### src/hw/sfm_map.svh
`ifndef SFM_MAP_SVH
`define SFM_MAP_SVH

// serial frame geometry
`define SFM_WORD_W 16
`define SFM_BYTE_W 8
`define SFM_CNT_W 8
`define SFM_CNT_MIN 8'h10
`define SFM_CNT_MAX 8'hFF
`define SFM_CH_N 5

// status byte layout: channel flag index placed at each output bit
`define SFM_POS_CH4 3
`define SFM_POS_CH3 2
`define SFM_POS_CH2 1
`define SFM_POS_CH1 0
`define SFM_POS_CH5 4
`define SFM_PAD_ZERO 3'h0

// reset values
`define SFM_WORD_RST 16'h0000
`define SFM_BYTE_RST 8'h00
`define SFM_FLAG_RST 5'h00

// sampling timebase
`define SFM_CLK_NS 25
`define SFM_T_SAM_NS 72000
`define SFM_T_WINDOW_MS 53
`define SFM_SAM_W 12
`define SFM_WIN_W 22

`endif

### src/hw/sfm_pkg.sv
package sfm_pkg;
`include "sfm_map.svh"

   // transfer phase, gray coded along idle -> shift -> commit
   typedef enum logic [1:0] {
      SFM_IDLE = 2'h0,
      SFM_SHIFT = 2'h1,
      SFM_COMMIT = 2'h3
   } sfm_phase_t;

   // host side serial pins
   typedef struct packed {
      logic cs_n;
      logic sclk;
      logic si;
   } sfm_pins_t;

   // fault latch state
   typedef struct packed {
      logic [`SFM_CH_N-1:0] sy1;
      logic [`SFM_CH_N-1:0] sy2;
      logic [`SFM_CH_N-1:0] flags;
   } sfm_latch_st_t;

   // serial slave state
   typedef struct packed {
      logic [1:0] cs_sy;
      logic cs_q;
      logic [1:0] ck_sy;
      logic ck_q;
      logic [1:0] si_sy;
      logic [1:0] rs_sy;
      sfm_phase_t phase;
      logic [`SFM_WORD_W-1:0] sr;
      logic so_bit;
      logic [`SFM_CNT_W-1:0] cnt;
      logic ovf;
      logic [`SFM_BYTE_W-1:0] prev_byte;
      logic [`SFM_WORD_W-1:0] cmd_word;
      logic cmd_valid;
      logic clr_faults;
      logic [`SFM_SAM_W-1:0] sam_cnt;
      logic [`SFM_WIN_W-1:0] win_cnt;
      logic sam_tick;
      logic win_tick;
   } sfm_spi_st_t;

endpackage

### src/hw/sfm_fault_latch.sv
`timescale 1ns/100ps
`include "sfm_map.svh"
module sfm_fault_latch
   import sfm_pkg::*;
(
   input wire logic clk, // system clock
   input wire logic nrst, // async reset, active low
   input wire logic [`SFM_CH_N-1:0] mon_raw, // fault levels from monitor channels
   input wire logic clr, // one-cycle clear after an accepted transfer
   input wire logic hold_clr, // reset pin level, holds flags clear
   output logic [`SFM_CH_N-1:0] flags // latched fault flags
);
   sfm_latch_st_t st;
   sfm_latch_st_t next_st;

   // two-flop synchroniser then sticky latch; a new fault wins over clr
   always_comb begin
      next_st = st;
      next_st.sy1 = mon_raw;
      next_st.sy2 = st.sy1;
      if (hold_clr) begin
         next_st.flags = `SFM_FLAG_RST;
      end else if (clr) begin
         next_st.flags = st.sy2;
      end else begin
         next_st.flags = st.flags | st.sy2;
      end
   end

   // state register
   always_ff @(posedge clk or negedge nrst) begin
      if (!nrst) begin
         st <= '0;
      end else begin
         st <= next_st;
      end
   end

   assign flags = st.flags;
endmodule

### src/hw/sfm_spi_slave.sv
`timescale 1ns/100ps
`include "sfm_map.svh"
// Function
// - status shifts out while host bits shift in, full duplex
// - 16-bit exchange returns status byte, then previous received byte
// - accept only 16 plus multiple of 8 clocks, ignore others; frames of 256 clocks or more are ignored too
// - input bit captured on every rising serial clock edge
// - output changes on falling edge; host samples on next rising
// - while deselected ignore clock and input, output high impedance
// - select falling edge enables output and loads fault status
// - select rising edge tri-states output and takes received word
// - status bit zero for good channel, one for faulted channel
// - both directions most significant bit first, in order
// - active-high reset pin clears fault flags and registers
// - sample period and window timed from own clock, not serial clock
// - bits 15 to 11 carry channels 4,3,2,1,5
// - accepted transfer end clears all latched fault flags
// - reset pin high tri-states output so pull-up reads ones
// - status byte is five fault bits over three low zeros
module sfm_spi_slave
   import sfm_pkg::*;
#(
   parameter int unsigned WIN_CYC = `SFM_T_WINDOW_MS * 1000000 / `SFM_CLK_NS, // window
   parameter int unsigned SAM_CYC = `SFM_T_SAM_NS / `SFM_CLK_NS // sample period
) (
   input wire logic clk, // system clock, 40 MHz
   input wire logic nrst, // async reset, active low
   input wire logic reset_pin, // device reset pin, active high
   input wire sfm_pins_t pins, // chip select, serial clock, serial input
   input wire logic [`SFM_CH_N-1:0] solenoid_monitor_inputs, // channel fault levels
   output logic so, // serial output data
   output logic so_oe_n, // serial output enable, low while driving
   output logic [`SFM_WORD_W-1:0] cmd_word, // last accepted received word
   output logic cmd_valid, // one-cycle pulse on accepted word
   output logic [`SFM_CH_N-1:0] fault_flags, // latched fault flags
   output logic sam_tick, // one-cycle sample strobe
   output logic win_tick // one-cycle detection window strobe
);
   sfm_spi_st_t st;
   sfm_spi_st_t next_st;
   logic [`SFM_CH_N-1:0] flags;
   logic cs_fall, cs_rise, ck_rise, ck_fall, rst_pin;

   // pack flags into the status byte, zeros in low bits
   function automatic logic [`SFM_BYTE_W-1:0] status_of(input logic [`SFM_CH_N-1:0] f);
      status_of = {f[`SFM_POS_CH4], f[`SFM_POS_CH3], f[`SFM_POS_CH2],
                   f[`SFM_POS_CH1], f[`SFM_POS_CH5], `SFM_PAD_ZERO};
   endfunction

   // frame length is 16 plus whole bytes, and no overflow
   function automatic logic count_ok(input logic [`SFM_CNT_W-1:0] c, input logic o);
      count_ok = !o && (c >= `SFM_CNT_MIN) && (c[2:0] == `SFM_PAD_ZERO);
   endfunction

   // fault latch: synchronised, sticky, cleared by accepted frames or reset pin
   sfm_fault_latch u_latch (
      .clk(clk),
      .nrst(nrst),
      .mon_raw(solenoid_monitor_inputs),
      .clr(st.clr_faults),
      .hold_clr(rst_pin),
      .flags(flags)
   );

   // edge detection on synchronised pins
   assign cs_fall = !st.cs_sy[1] && st.cs_q;
   assign cs_rise = st.cs_sy[1] && !st.cs_q;
   assign ck_rise = st.ck_sy[1] && !st.ck_q;
   assign ck_fall = !st.ck_sy[1] && st.ck_q;
   assign rst_pin = st.rs_sy[1];

   // next state: synchronisers, frame sequencer, timebase
   always_comb begin
      next_st = st;
      next_st.cs_sy = {st.cs_sy[0], pins.cs_n};
      next_st.cs_q = st.cs_sy[1];
      next_st.ck_sy = {st.ck_sy[0], pins.sclk};
      next_st.ck_q = st.ck_sy[1];
      // input rides the same two-flop delay as the clock so they stay aligned
      next_st.si_sy = {st.si_sy[0], pins.si};
      next_st.rs_sy = {st.rs_sy[0], reset_pin};
      next_st.cmd_valid = 1'h0;
      next_st.clr_faults = 1'h0;
      unique case (st.phase)
         SFM_IDLE: begin
            // clock and input activity are ignored here
            if (cs_fall && !rst_pin) begin
               next_st.phase = SFM_SHIFT;
               next_st.sr = {status_of(flags), st.prev_byte};
               next_st.so_bit = next_st.sr[`SFM_WORD_W-1];
               next_st.cnt = '0;
               next_st.ovf = 1'h0;
            end
         end
         SFM_SHIFT: begin
            if (rst_pin) begin
               next_st.phase = SFM_IDLE;
            end else if (cs_rise) begin
               next_st.phase = SFM_COMMIT;
            end else begin
               if (ck_rise) begin
                  next_st.sr = {st.sr[`SFM_WORD_W-2:0], st.si_sy[1]};
                  if (st.cnt == `SFM_CNT_MAX) begin
                     next_st.ovf = 1'h1;
                  end
                  next_st.cnt = st.cnt + 1'h1;
               end
               if (ck_fall) begin
                  next_st.so_bit = st.sr[`SFM_WORD_W-1];
               end
            end
         end
         SFM_COMMIT: begin
            next_st.phase = SFM_IDLE;
            if (count_ok(st.cnt, st.ovf)) begin
               next_st.prev_byte = st.sr[`SFM_BYTE_W-1:0];
               next_st.cmd_word = st.sr;
               next_st.cmd_valid = 1'h1;
               next_st.clr_faults = 1'h1;
            end
         end
         default: begin
            next_st.phase = SFM_IDLE;
         end
      endcase
      if (rst_pin) begin
         next_st.prev_byte = `SFM_BYTE_RST;
         next_st.cmd_word = `SFM_WORD_RST;
      end
      // sample and window strobes from the system clock only
      next_st.sam_tick = 1'h0;
      next_st.win_tick = 1'h0;
      if (st.sam_cnt == `SFM_SAM_W'(SAM_CYC - 1)) begin
         next_st.sam_cnt = '0;
         next_st.sam_tick = 1'h1;
      end else begin
         next_st.sam_cnt = st.sam_cnt + 1'h1;
      end
      if (st.win_cnt == `SFM_WIN_W'(WIN_CYC - 1)) begin
         next_st.win_cnt = '0;
         next_st.win_tick = 1'h1;
      end else begin
         next_st.win_cnt = st.win_cnt + 1'h1;
      end
   end

   // state register; pins idle high for select, low for clock
   always_ff @(posedge clk or negedge nrst) begin
      if (!nrst) begin
         st <= '0;
         st.cs_sy <= 2'h3;
         st.cs_q <= 1'h1;
      end else begin
         st <= next_st;
      end
   end

   // outputs
   assign so = st.so_bit;
   assign so_oe_n = !(st.phase == SFM_SHIFT && !rst_pin);
   assign cmd_word = st.cmd_word;
   assign cmd_valid = st.cmd_valid;
   assign fault_flags = flags;
   assign sam_tick = st.sam_tick;
   assign win_tick = st.win_tick;
endmodule

### config.mk
export PLATFORM = sky130hd
export DESIGN_NAME = sfm_spi_slave
export DESIGN_NICKNAME = d
export VERILOG_FILES = /design/src/hw/sfm_pkg.sv /design/src/hw/sfm_fault_latch.sv /design/src/hw/sfm_spi_slave.sv
export VERILOG_INCLUDE_DIRS = /design/src /design/src/hw
export SDC_FILE = /design/constraint.sdc
export NUM_CORES = 1
export LEC_CHECK = 0
export BUFFER_PORTS_ARGS = -buffer_cell sky130_fd_sc_hd__buf_2
export CELL_PAD_IN_SITES_DETAIL_PLACEMENT = 0
export CELL_PAD_IN_SITES_GLOBAL_PLACEMENT = 2
export CORE_UTILIZATION = 40
export CTS_CLUSTER_DIAMETER = 150
export DETAILED_ROUTE_END_ITERATION = 16
export GPL_TIMING_DRIVEN = 0
export PLACE_DENSITY = 0.83
export SLEW_MARGIN = 30
export SYNTH_ARGS = -nofsm -noshare
export SYNTH_HDL_FRONTEND = slang
export SYNTH_SLANG_ARGS = --single-unit
### constraint.sdc
create_clock -name clk -period 2.4 [get_ports clk]
set_input_delay 0.36 -clock clk [delete_from_list [all_inputs] [get_ports clk]]
set_output_delay 0.36 -clock clk [all_outputs]
set_load 0.005 [all_outputs]
# After elaboration in Yosys (flattened, before gate mapping)
# Index checks and enable logic that the tools add are counted.
# Widths: inputs -> output; s select.
[totals]
output_inout_bits = 26
regBits = 115
wordCells = 84
[op_classes]
order_cmp = 1
n_eq_ne = 12
n_bitwise = 1
mux = 20
n_reduce_logical = 25
n_addsub = 3
[op_table]
columns = ["operator", "n"]
rows = [
  ["$mux 26", 4],
  ["$pmux 26 s2", 1],
  ["$mux 28", 1],
  ["$mux 24", 1],
  ["$add 22x1->22 const B", 1],
  ["$eq 22x22->1 const B", 1],
  ["$mux 22", 1],
  ["$mux 16", 1],
  ["$add 12x1->12 const B", 1],
  ["$eq 12x12->1 const B", 1],
  ["$mux 12", 1],
  ["$ne 2x2->1 const B", 6],
  ["$mux 5", 2],
  ["$reduce_and 5->1", 2],
  ["$mux 9", 1],
  ["$add 8x1->8 const B", 1],
  ["$eq 8x8->1 const B", 1],
  ["$ge 8x5->1 const B", 1],
  ["$logic_and 1x1->1", 8],
  ["$logic_not 1->1", 7],
  ["$reduce_and 6->1", 1],
  ["$reduce_bool 2->1", 3],
  ["$or 5x5->5", 1],
  ["$mux 1", 4],
  ["8 further kinds", 10],
]

# Depth between registers and ports, before layout
# Gate-level depths: netlist (run 1).
[depth]
word_depth = 6
ltp_mapped = 8

# Hierarchy
# From an unflattened synthesis (run 1), not the netlist that was laid out.
[hier_totals]
hier_cells = 405
area_unflattened_um2 = 4566.9
[by_module_without_submodules]
columns = ["module", "cells_per_inst", "area_per_inst_um2", "seq_area_each_um2", "n_inst"]
rows = [
  ["sfm_spi_slave", 370, 4078.9, 2280.9, 1],
  ["sfm_fault_latch", 35, 488.0, 375.4, 1],
]

# Least setup slack after synthesis (run 1)
# OpenSTA, ideal clock, no wires.
[synth_timing]
path_type = "register to register"
startpoint = "reg st[63] in the netlist's numbering"
endpoint = "reg st, in the netlist cmd_word[14]"
path_stages_with_launch = 9
arrival_time_ps = 1637
required_time_ps = 2268
slack_ps = 631
cell_sequence = "dfrtp_1 inv_1 ha_1 nand2_1 or4_1 buf_2 buf_6 mux2i_1 nor2_1"
[synth_between]
elab_chain_len = 5
elab_cells_between_ends = 6
[synth_lines]
columns = ["element", "line", "source"]
rows = [
  ["start: declaration", "sfm_spi_slave.sv:39", "sfm_spi_st_t st;"],
  ["start signal: assignment", "sfm_spi_slave.sv:154", "st <= next_st;"],
  ["$ge 8x5->1 (no source line)", "-", ""],
  ["$logic_and 1x1->1", "sfm_spi_slave.sv:52", "count_ok = !o && (c >= `SFM_CNT_MIN) && (c[2:0] == `SFM_PAD_ZERO);"],
  ["$logic_and 1x1->1 *", "sfm_spi_slave.sv:52", ""],
  ["$reduce_bool 2->1 (no source line) *", "-", ""],
  ["$reduce_and 2->1 (no source line) *", "-", ""],
]
# Mark *: on every way between the ends. The rest lies on a longest branch, timed or not.
# A chain may end at the register's enable or synchronous reset.

# Worst setup path in the final report (run 1)
[layout_timing]
startpoint = "reg st, in the netlist next_st[97]"
endpoint = "reg st[84] in the netlist's numbering"
[layout_between]
elab_chain_len = 5
elab_cells_between_ends = 7
[layout_lines]
columns = ["element", "line", "source"]
rows = [
  ["$logic_not 1->1", "sfm_spi_slave.sv:66", "assign cs_fall = !st.cs_sy[1] && st.cs_q;"],
  ["$logic_and 1x1->1", "sfm_spi_slave.sv:66", ""],
  ["$logic_and 1x1->1", "sfm_spi_slave.sv:87", "if (cs_fall && !rst_pin) begin"],
  ["$ne 2x2->1 (no source line)", "-", ""],
  ["$reduce_and 5->1 (no source line) *", "-", ""],
]
# Marks and branches as above.

==> results_tabular.tex, run 1 <==
\begin{tabular}{lr}
\hline
Metric & Value \\
\hline
\multicolumn{2}{l}{\textbf{STA}} \\
Final critical-path share of the clock period & 0.855 \\
Final slew viol count & 0 \\
Fin. Hold Viols & 0 \\
Fmax achieved & 488 MHz \\
WHS & 109 ps \\
Unrepaired setup endpoints after global routing & false \\
Period minus WS final & 2050 ps \\
Final-report setup violation count & 0 \\
Transition at the pin with the smallest max-transition slack & 668 ps \\
Headroom to the max-slew limit & 0.553 \\
Worst clock skew & 5.68 ps \\
\multicolumn{2}{l}{\textbf{Placed design}} \\
Count of input and output buffers & 36 \\
Area post-placement & 4980 sq um \\
Inst Count DP & 591 \\
Gpl congestion & 0.720 \\
Final HPWL DP & 6.20 mm \\
\multicolumn{2}{l}{\textbf{Route}} \\
Wirelength, routed & 9.03 mm \\
1st-pass router iterations & 4 \\
Final antenna-violating net count & 0 \\
Overall via count from detail\_route & 3,189 \\
Drt via density & 5.25 \\
Number of DRC violations after detailed-routing iteration 0 & 85 \\
DR DRC count & 0 \\
Routed wirelength normalized by instance count & 14.8 microns \\
\multicolumn{2}{l}{\textbf{Die}} \\
I/O pins & 37 \\
Number of cell rows & 38 \\
Vertical die dimension & 109 microns \\
Core region area & 11,000 sq um \\
Die width & 109 microns \\
Starting utilization of the core area & 0.417 \\
Total Die Area & 11,900 sq um \\
\multicolumn{2}{l}{\textbf{Global route}} \\
First-pass GRT wire length & 15.5 mm \\
Overall global routing resource usage & 0.170 \\
Final global-route overflow total & 0 \\
Vias in the first global route & 3,148 \\
Number of antenna violations at the first check in global routing & 0 \\
Pin count of the biggest net entering global routing & 59 \\
\multicolumn{2}{l}{\textbf{Worst setup path}} \\
Family of cells with the greatest summed delay on the critical path & compound AO/OA/AOI/OAI gates \\
Data required time at the worst endpoint & 2670 ps \\
Category of the worst setup path capture point & flip-flop \\
R2r setup slk & 350 ps \\
Buf+Inv Stages, Crit Path & 1 \\
Max Fanout on Critical Path & 10 \\
Crit-path max cell delay & 580 ps \\
Kind of start point of the critical path & flip-flop \\
Worst EP arrival & 2320 ps \\
Max stage delay cell, worst path & sky130\_fd\_sc\_hd\_\_dfstp\_2 \\
WS Path Type & reg -> reg \\
Cells along the critical path & and2b\_1 -> o211ai\_1 -> clkbuf\_1 -> o22ai\_1 -> a21oi\_1 \\
\multicolumn{2}{l}{\textbf{Pwr}} \\
Worst IR drop on VDD & 0.639 mV \\
Power consumption & 0.00378 W \\
Standby leakage power & 2.52 nW \\
Cell Pwr Density & 712 nW/um\^{}2 \\
\multicolumn{2}{l}{\textbf{Synth}} \\
Cell taking the most area after synthesis & sky130\_fd\_sc\_hd\_\_dfrtp\_1 \\
Yosys Warn Count & 0 \\
Avg Inst Size Synth & 11.1 sq um \\
Count of distinct cell types in the synthesized netlist & 48 \\
Area of the mapped netlist & 4600 sq um \\
Flip-flop and latch count after synthesis & 106 \\
Post-synth net total & 429 \\
Register area share after synthesis & 0.578 \\
Number of synthesized flops with an enable pin & 0 \\
Post-synth top area share & 0.561 \\
Most instantiated library cell after synthesis & sky130\_fd\_sc\_hd\_\_dfrtp\_1 \\
Prevailing post-synth register cell & sky130\_fd\_sc\_hd\_\_dfrtp\_1 \\
Top post-synthesis cells by count & 103 x sky130\_fd\_sc\_hd\_\_dfrtp\_1, 41 x sky130\_fd\_sc\_hd\_\_nor2\_1, 25 x sky130\_fd\_sc\_hd\_\_a21oi\_1, 24 x sky130\_fd\_sc\_hd\_\_o22ai\_1, 21 x sky130\_fd\_sc\_hd\_\_buf\_4 \\
Asr flop ratio synth & 1.00 \\
Leading post-synthesis cells by cell area & sky130\_fd\_sc\_hd\_\_dfrtp\_1 56\%, sky130\_fd\_sc\_hd\_\_mux2i\_1 3.7\%, sky130\_fd\_sc\_hd\_\_buf\_4 3.4\% \\
Instance count of the mapped netlist & 414 \\
\multicolumn{2}{l}{\textbf{Clock network}} \\
Clock latency at the later pin of the worst-skew pair & 340 ps \\
Clock tree from TritonCTS & built \\
Clock tree root driver cell & sky130\_fd\_sc\_hd\_\_clkbuf\_16 \\
Setup Fix Bufs, Post-CTS & 0 \\
Number of instances resized during post-cts repair & 0 \\
Register clock-pin slew on the reported worst setup and hold paths & 70 ps \\
Clk buf depth & 2 \\
Clock buffers created by TritonCTS & 9 \\
Total clock sinks & 106 \\
H-tree lvl count & 3 \\
\multicolumn{2}{l}{\textbf{Cells and area}} \\
Share of final-layout standard cells stronger than drive strength 1 & 0.194 \\
Layout Cell Area excl Fill & 5310 sq um \\
Non-filler cells in the finished layout & 608 \\
Final nets & 478 \\
Area growth from synthesis to layout & 15.5\% \\
Final core utilization & 0.481 \\
Number of antenna cells inserted & 0 \\
\multicolumn{2}{l}{\textbf{Flow run}} \\
Count of maximum capacitance violations & 0 \\
\multicolumn{2}{l}{\textbf{Status}} \\
Status & complete, no violations \\
\multicolumn{2}{l}{\textbf{Hold path}} \\
Path class of the lowest-slack min-delay path & in -> reg \\
\hline
\end{tabular}
-- cell families (layout without fill, tap and decap cells) --
group | Yosys count | in the layout | synth area share
simple gates | 134 | 134 | 0.158
fa+ha+maj | 4 | 4 | 0.0109
buf+inv | 50 | 104 | 0.0637
compound gates | 77 | 77 | 0.102
flops | 106 | 106 | 0.578
mux | 19 | 19 | 0.0419
xor+xnor | 24 | 24 | 0.0457
-- sequential cells by signal (all words and copies together) (netlist names) --
name / flops
sam_tick: 1
so: 1
rst_pin: 1
cmd_word: 9
u_latch.st: 5
u_latch.next_st: 5
u_latch.flags: 5
win_tick: 1
st: 72
next_st: 6
-- per-layer routing --
layer | track usage | part of all wire | wire, microns | up-vias
li1 | - | - | - | 1557
met1 | 0.226 | 0.48 | 4330 | 1579
met2 | 0.272 | 0.48 | 4310 | 47
met5 | 0 | 0 | 0 | -
met3 | 0.0508 | 0.034 | 308 | 6
met4 | 0.0400 | 0.0089 | 80 | 0
-- placed cells by master, fill, tap and decap left out, drive strengths merged, types with 2 or more instances in the layout --
cell | synthesis | routed
dfrtp | 103 | 103
buf | 28 | 65
nor2 | 41 | 41
a21oi | 25 | 25
o22ai | 24 | 24
clkbuf | 8 | 18
nand2 | 17 | 17
mux2i | 17 | 17
nand3 | 16 | 16
inv | 14 | 16
xnor2 | 14 | 14
nand4 | 13 | 13
xor2 | 10 | 10
o21ai | 10 | 10
nor3 | 9 | 9
o31ai | 8 | 8
or4 | 6 | 6
nor4 | 5 | 5
nor4b | 5 | 5
and3 | 4 | 4
ha | 4 | 4
or3 | 3 | 3
a21o | 3 | 3
and2 | 3 | 3
dfstp | 3 | 3
nor3b | 3 | 3
nand2b | 2 | 2
nand3b | 2 | 2
nor2b | 2 | 2
mux2 | 2 | 2
clkinv | 0 | 2
-- final timing paths --
| check | depth (start not counted) | endpoint | start |
|---|---|---|---|
| worst min-delay path | 1 | next_st[99] | pins[2] |
| worst max register to register | 5 | st[84] | next_st[97] |
| max in group asynchronous | 3 | next_st[99] | nrst |
| worst max-delay path | 5 | st[84] | next_st[97] |
| worst min register to register | 0 | u_latch.st[6] | u_latch.next_st[6] |
| min in group asynchronous | 2 | st[70] | nrst |
-- what timing repair did --
item | CTS | global route
hold endpoints to repair | 48 | 0
hold buffers | 1 | 0
endpoints found under the setup margin | 0 | 0
-- final cells by class --
type | instances | area [sq um]
plain buffers | 36 | 240
clock buffers | 10 | 239
clock inverters | 6 | 72.6
fillers | 1046 | 5720
inverters | 14 | 52.6
multi-input cells | 258 | 1650
flip-flops and latches | 106 | 2660
well taps | 140 | 175
repair buffers | 38 | 224
-- power by group --
part           internal [W]  leakage [nW]  switching [W]  total (W)
sequential          0.00188          1.36      0.0000885    0.00197
combinational      0.000134          1.00       0.000159   0.000293
clock              0.000849         0.150       0.000665    0.00151
-- stage by stage --
step           worst slack (ps)  setup TNS, ps
6_report                    349              0
5_1_grt                     170              0
4_1_cts                     343              0
3_5_place_dp                370              0
3_3_place_gp               -264         -26440
2_1_floorplan               631              0
No activity file was read; power rests on OpenSTA's default activity.
==> inputs of run 2 (changes only) <==
--- a/config.mk
+++ b/config.mk
@@ -14,6 +14,7 @@
 export DETAILED_ROUTE_END_ITERATION = 16
 export GPL_TIMING_DRIVEN = 0
 export PLACE_DENSITY = 0.83
+export REMOVE_ABC_BUFFERS = 1
 export SLEW_MARGIN = 30
 export SYNTH_ARGS = -nofsm -noshare
 export SYNTH_HDL_FRONTEND = slang
==> results_tabular.tex, run 2 (synthesized netlist as in run 1, its figures left out) <==
\begin{tabular}{lr}
\hline
Metric & Value \\
\hline
\multicolumn{2}{l}{\textbf{Cells and area}} \\
Flip-flop count of the largest register after layout & 72 \\
Number of antenna cells inserted & 0 \\
Layout Cell Area excl Fill & 5130 sq um \\
Commonest cells after routing, fill and taps aside & 101 x sky130\_fd\_sc\_hd\_\_dfrtp\_1, 40 x sky130\_fd\_sc\_hd\_\_nor2\_1, 35 x sky130\_fd\_sc\_hd\_\_buf\_2, 25 x sky130\_fd\_sc\_hd\_\_a21oi\_1, 24 x sky130\_fd\_sc\_hd\_\_o22ai\_1 \\
Final core utilization & 0.465 \\
Share of final-layout standard cells stronger than drive strength 1 & 0.164 \\
Final nets & 444 \\
Most common cell after layout, fill and taps aside & sky130\_fd\_sc\_hd\_\_dfrtp\_1 \\
Largest register by flop count & st \\
Fillcell total & 1,023 \\
Area growth from synthesis to layout & 11.7\% \\
\multicolumn{2}{l}{\textbf{Placed design}} \\
Final HPWL DP & 5.59 mm \\
Worst Setup Slack post-DPL & -242 ps \\
Count of input and output buffers & 36 \\
Gpl congestion & 0.758 \\
Area post-placement & 4780 sq um \\
\multicolumn{2}{l}{\textbf{Worst setup path}} \\
Worst EP arrival & 2470 ps \\
WS Path Type & reg -> reg \\
Max Fanout on Critical Path & 24 \\
Kind of start point of the critical path & flip-flop \\
Data required time at the worst endpoint & 2600 ps \\
Category of the worst setup path capture point & flip-flop \\
\multicolumn{2}{l}{\textbf{Global route}} \\
Overall global routing resource usage & 0.164 \\
Vias in the first global route & 3,056 \\
Number of antenna violations at the first check in global routing & 0 \\
First-pass GRT wire length & 15.0 mm \\
Pin count of the biggest net entering global routing & 62 \\
Final global-route overflow total & 0 \\
\multicolumn{2}{l}{\textbf{Route}} \\
1st-pass router iterations & 4 \\
Number of DRC violations after detailed-routing iteration 0 & 105 \\
Drt via density & 5.38 \\
Routed wirelength normalized by instance count & 15.3 microns \\
DR DRC count & 0 \\
Final antenna-violating net count & 0 \\
Wirelength, routed & 8.78 mm \\
Overall via count from detail\_route & 3,086 \\
\multicolumn{2}{l}{\textbf{Pwr}} \\
Power consumption & 0.00384 W \\
Standby leakage power & 2.39 nW \\
Worst IR drop on VDD & 0.510 mV \\
Cell Pwr Density & 748 nW/um\^{}2 \\
\multicolumn{2}{l}{\textbf{Clock network}} \\
Clock latency at the later pin of the worst-skew pair & 340 ps \\
H-tree lvl count & 3 \\
Register clock-pin slew on the reported worst setup and hold paths & 70 ps \\
Clk buf depth & 2 \\
Clock tree from TritonCTS & built \\
Clock buffers created by TritonCTS & 9 \\
Clock tree root driver cell & sky130\_fd\_sc\_hd\_\_clkbuf\_16 \\
Total clock sinks & 106 \\
Setup Fix Bufs, Post-CTS & 0 \\
\multicolumn{2}{l}{\textbf{STA}} \\
Worst clock skew & 6.73 ps \\
Transition at the pin with the smallest max-transition slack & 903 ps \\
Final slew viol count & 0 \\
Period minus WS final & 2280 ps \\
Final-report setup violation count & 0 \\
Final worst-path setup slack & 122 ps \\
Fmax achieved & 439 MHz \\
Unrepaired setup endpoints after global routing & true \\
Fin. Hold Viols & 0 \\
Headroom to the max-slew limit & 0.397 \\
Final critical-path share of the clock period & 0.949 \\
\multicolumn{2}{l}{\textbf{Die}} \\
Number of cell rows & 38 \\
Starting utilization of the core area & 0.417 \\
Core region area & 11,000 sq um \\
Die width & 109 microns \\
I/O pins & 37 \\
Vertical die dimension & 109 microns \\
Total Die Area & 11,900 sq um \\
\multicolumn{2}{l}{\textbf{Hold path}} \\
Path class of the lowest-slack min-delay path & in -> reg \\
\multicolumn{2}{l}{\textbf{Flow run}} \\
Count of maximum capacitance violations & 0 \\
\multicolumn{2}{l}{\textbf{Status}} \\
Status & complete, no violations \\
\hline
\end{tabular}
run 2: cell count changes in the layout (fill, tap and decap cells not counted), sizes merged:
cell | previous run | this run
buf | 65 | 38
inv | 16 | 15
bufinv | 1 | 2
nor3b | 3 | 4
clkbuf | 18 | 9
clkinv | 2 | 3
run 2: where the power goes:
part           leakage (nW)  internal [W]  switching [W]  total [W]
sequential             1.36       0.00188       0.000105    0.00199
combinational         0.868      0.000122       0.000142   0.000264
clock                 0.156      0.000923       0.000665    0.00159
total                  2.39       0.00293       0.000912    0.00384
run 2: cell type report:
| type | instances | area, sq um | area share |
|---|---|---|---|
| clock buffers | 9 | 225 | 0.0439 |
| clock inverters | 7 | 103 | 0.0200 |
| repair buffers | 39 | 231 | 0.0451 |
| inverters | 14 | 52.6 | 0.0102 |
| multi-input cells | 259 | 1690 | 0.328 |
| well taps | 140 | 175 | 0.0341 |
| flip-flops and latches | 106 | 2660 | 0.518 |
run 2: final timing paths:
kind / from / to / slack, ps / depth (start not counted)
worst max-delay path: st[88] / st[55] / 120 / 4
min in group asynchronous: nrst / st[58] / 510 / 2
worst max register to register: st[88] / st[55] / 120 / 4
worst min register to register: u_latch.next_st[5] / u_latch.st[5] / 350 / 0
max in group asynchronous: nrst / next_st[97] / 1200 / 3
worst min-delay path: pins[2] / next_st[99] / 110 / 1
run 2: worst max-delay path: stages (launching register included):
cell and delay [ps]:
sky130_fd_sc_hd__dfrtp_2 650, sky130_fd_sc_hd__nand2b_1 130, sky130_fd_sc_hd__or4_2 1000, sky130_fd_sc_hd__mux2i_1 250, sky130_fd_sc_hd__nor2_1 70
run 2: repair_timing:
item                                    CTS  global route
pin swaps                                 2             0
endpoints found under the setup margin   34             2
hold buffers                              1             0
gates resized for setup                   2             0
hold endpoints to repair                 45             0
cloned                                    1             0
run 2: layer usage:
| layer | GRT usage | vias up | wire length [microns] |
|---|---|---|---|
| met5 | 0 | - | 0 |
| met1 | 0.214 | 1531 | 4260 |
| met3 | 0.0418 | 5 | 270 |
| met2 | 0.271 | 45 | 4180 |
| li1 | - | 1505 | - |
| met4 | 0.0457 | 0 | 59 |
run 2: stage by stage:
stage / std cells / setup TNS [ps] / hold WS, ps
floorplan: 378 / -58.3 / 64.4
global placement: 554 / -41540 / 337
detailed placement: 556 / -3510 / 328
CTS: 574 / 0 / 96.0
global route: 574 / -36.6 / 99.5
finish: 574 / 0 / 112
==> inputs of run 3 (changes only) <==
--- a/config.mk
+++ b/config.mk
@@ -9,11 +9,12 @@
 export BUFFER_PORTS_ARGS = -buffer_cell sky130_fd_sc_hd__buf_2
 export CELL_PAD_IN_SITES_DETAIL_PLACEMENT = 0
 export CELL_PAD_IN_SITES_GLOBAL_PLACEMENT = 2
-export CORE_UTILIZATION = 40
+export CORE_UTILIZATION = 41
+export CTS_BUF_LIST = sky130_fd_sc_hd__clkbuf_8
 export CTS_CLUSTER_DIAMETER = 150
 export DETAILED_ROUTE_END_ITERATION = 16
 export GPL_TIMING_DRIVEN = 0
-export PLACE_DENSITY = 0.83
+export PLACE_DENSITY = 0.85
 export REMOVE_ABC_BUFFERS = 1
 export SLEW_MARGIN = 30
 export SYNTH_ARGS = -nofsm -noshare
==> results_tabular.tex, run 3 (synthesized netlist as in run 1, its figures left out) <==
\begin{tabular}{lr}
\hline
Metric & Value \\
\hline
\multicolumn{2}{l}{\textbf{Status}} \\
Status & complete, no violations \\
\multicolumn{2}{l}{\textbf{Worst setup path}} \\
Category of the worst setup path capture point & flip-flop \\
Max Fanout on Critical Path & 24 \\
Worst r2r src & st[88] \\
R2r setup slk & 160 ps \\
Data required time at the worst endpoint & 2620 ps \\
Worst EP arrival & 2450 ps \\
WS Path Type & reg -> reg \\
Crit-path max cell delay & 1010 ps \\
Number of cells on the worst reg-to-reg path & 4 \\
Cells along the critical path & nand2b\_1 -> or4\_2 -> mux2i\_1 -> nor2\_1 \\
Kind of start point of the critical path & flip-flop \\
Max stage delay cell, worst path & sky130\_fd\_sc\_hd\_\_or4\_2 \\
Critical R2R Capture & st[54] \\
\multicolumn{2}{l}{\textbf{Hold path}} \\
Worst hold start & pins[2] \\
Worst Hold Path Cells & 1 \\
Hold worst-path end & next\_st[99] \\
Path class of the lowest-slack min-delay path & in -> reg \\
\multicolumn{2}{l}{\textbf{Die}} \\
Core region area & 10,900 sq um \\
Starting utilization of the core area & 0.422 \\
Vertical die dimension & 108 microns \\
I/O pins & 37 \\
Number of cell rows & 38 \\
Die width & 108 microns \\
Total Die Area & 11,600 sq um \\
\multicolumn{2}{l}{\textbf{Pwr}} \\
Worst IR drop on VDD & 0.273 mV \\
Standby leakage power & 2.35 nW \\
Cell Pwr Density & 669 nW/um\^{}2 \\
\multicolumn{2}{l}{\textbf{Placed design}} \\
Count of input and output buffers & 36 \\
Gpl congestion & 0.748 \\
Final HPWL DP & 5.60 mm \\
Worst Setup Slack post-DPL & -481 ps \\
Inst Count DP & 557 \\
\multicolumn{2}{l}{\textbf{Global route}} \\
Number of antenna violations at the first check in global routing & 0 \\
Overall global routing resource usage & 0.166 \\
Pin count of the biggest net entering global routing & 64 \\
Final global-route overflow total & 0 \\
First-pass GRT wire length & 15.0 mm \\
Vias in the first global route & 2,997 \\
\multicolumn{2}{l}{\textbf{Route}} \\
Wirelength, routed & 8.83 mm \\
Number of DRC violations after detailed-routing iteration 0 & 103 \\
Final antenna-violating net count & 0 \\
1st-pass router iterations & 4 \\
Overall via count from detail\_route & 3,102 \\
DR DRC count & 0 \\
Routed wirelength normalized by instance count & 15.3 microns \\
Drt via density & 5.38 \\
\multicolumn{2}{l}{\textbf{Cells and area}} \\
Share of final-layout standard cells stronger than drive strength 1 & 0.167 \\
Final nets & 447 \\
Most common cell after layout, fill and taps aside & sky130\_fd\_sc\_hd\_\_dfrtp\_1 \\
Number of antenna cells inserted & 0 \\
Area growth from synthesis to layout & 9.26\% \\
Non-filler cells in the finished layout & 577 \\
Largest register by flop count & st \\
Flip-flop count of the largest register after layout & 72 \\
Commonest cells after routing, fill and taps aside & 101 x sky130\_fd\_sc\_hd\_\_dfrtp\_1, 41 x sky130\_fd\_sc\_hd\_\_nor2\_1, 36 x sky130\_fd\_sc\_hd\_\_buf\_2, 25 x sky130\_fd\_sc\_hd\_\_a21oi\_1, 24 x sky130\_fd\_sc\_hd\_\_o22ai\_1 \\
\multicolumn{2}{l}{\textbf{Clock network}} \\
H-tree lvl count & 3 \\
Register clock-pin slew on the reported worst setup and hold paths & 100 ps \\
Clk buf depth & 2 \\
Clock buffers created by TritonCTS & 9 \\
Total clock sinks & 106 \\
Clock latency at the later pin of the worst-skew pair & 350 ps \\
Clock tree from TritonCTS & built \\
Clock tree root driver cell & sky130\_fd\_sc\_hd\_\_clkbuf\_8 \\
\multicolumn{2}{l}{\textbf{STA}} \\
Final worst-path setup slack & 161 ps \\
Period minus WS final & 2240 ps \\
Final slew viol count & 0 \\
Final critical-path share of the clock period & 0.933 \\
Headroom to the max-slew limit & 0.399 \\
Final-report setup violation count & 0 \\
Fin. Hold Viols & 0 \\
Unrepaired setup endpoints after global routing & false \\
Transition at the pin with the smallest max-transition slack & 900 ps \\
Fmax achieved & 447 MHz \\
Worst clock skew & 13.0 ps \\
\multicolumn{2}{l}{\textbf{Flow run}} \\
Count of maximum capacitance violations & 0 \\
\hline
\end{tabular}
[run 3: cell types whose count changed in the layout (fill, tap and decap cells not counted), sizes merged]
cell      change
clkbuf        +1
bufinv        -1
clkinvlp      -1
inv           +1
buf           +3
[run 3: critical path, delay by kind of cell (launching register included)]
family	cells	cell delay [ps]
multiplexers	1	250
flip-flops	1	660
AND/OR/NAND/NOR	3	1200
[run 3: repair_timing]
item                       4_1_cts  5_1_grt
gates resized for setup          2        0
setup buffers                    2        0
hold buffers                     1        0
hold endpoints to repair        43        0
setup endpoints to repair       39        0
[run 3: cell type report]
type | count | area (sq um)
well taps | 140 | 175
clock buffers | 10 | 138
flip-flops and latches | 106 | 2660
clock inverters | 6 | 62.6
fillers | 1021 | 5870
multi-input cells | 259 | 1680
inverters | 14 | 52.6
repair buffers | 42 | 251
[run 3: metal layers]
metal,track usage,vias to the layer above,routed length [microns]
li1,-,1495,-
met1,0.224,1552,4190
met2,0.271,51,4300
met3,0.0393,4,285
met4,0.0323,0,52
met5,0,-,0
[run 3: worst max-delay path by stage]
stage / from / endpoint / slack, ps / cells past startpoint
floorplan: rst_pin / st[66] / -10 / 4
global placement: rst_pin / st[84] / -860 / 4
detailed placement: rst_pin / st[69] / -480 / 4
CTS: st[88] / cmd_word[15] / 120 / 4
global route: rst_pin / st[74] / 20 / 4
finish: st[88] / st[54] / 160 / 4
[run 3: report_power, final]
part	switching (W)	internal, W
Combinational	0.000142	0.000124
Sequential	0.000106	0.00188
Clock	0.000593	0.000514
[run 3: through the flow]
stage	util	area, sq um	power [W]	hold slack, ps	setup TNS, ps
global placement	0.433	4710	0.00226	335	-42870
finish	0.461	5020	0.00336	91.2	0
detailed placement	0.439	4780	0.00228	313	-8300
CTS	0.461	5020	0.00340	70.0	0
global route	0.461	5020	0.00352	56.5	0
floorplan	-	4360	0.00215	64.4	-58.3
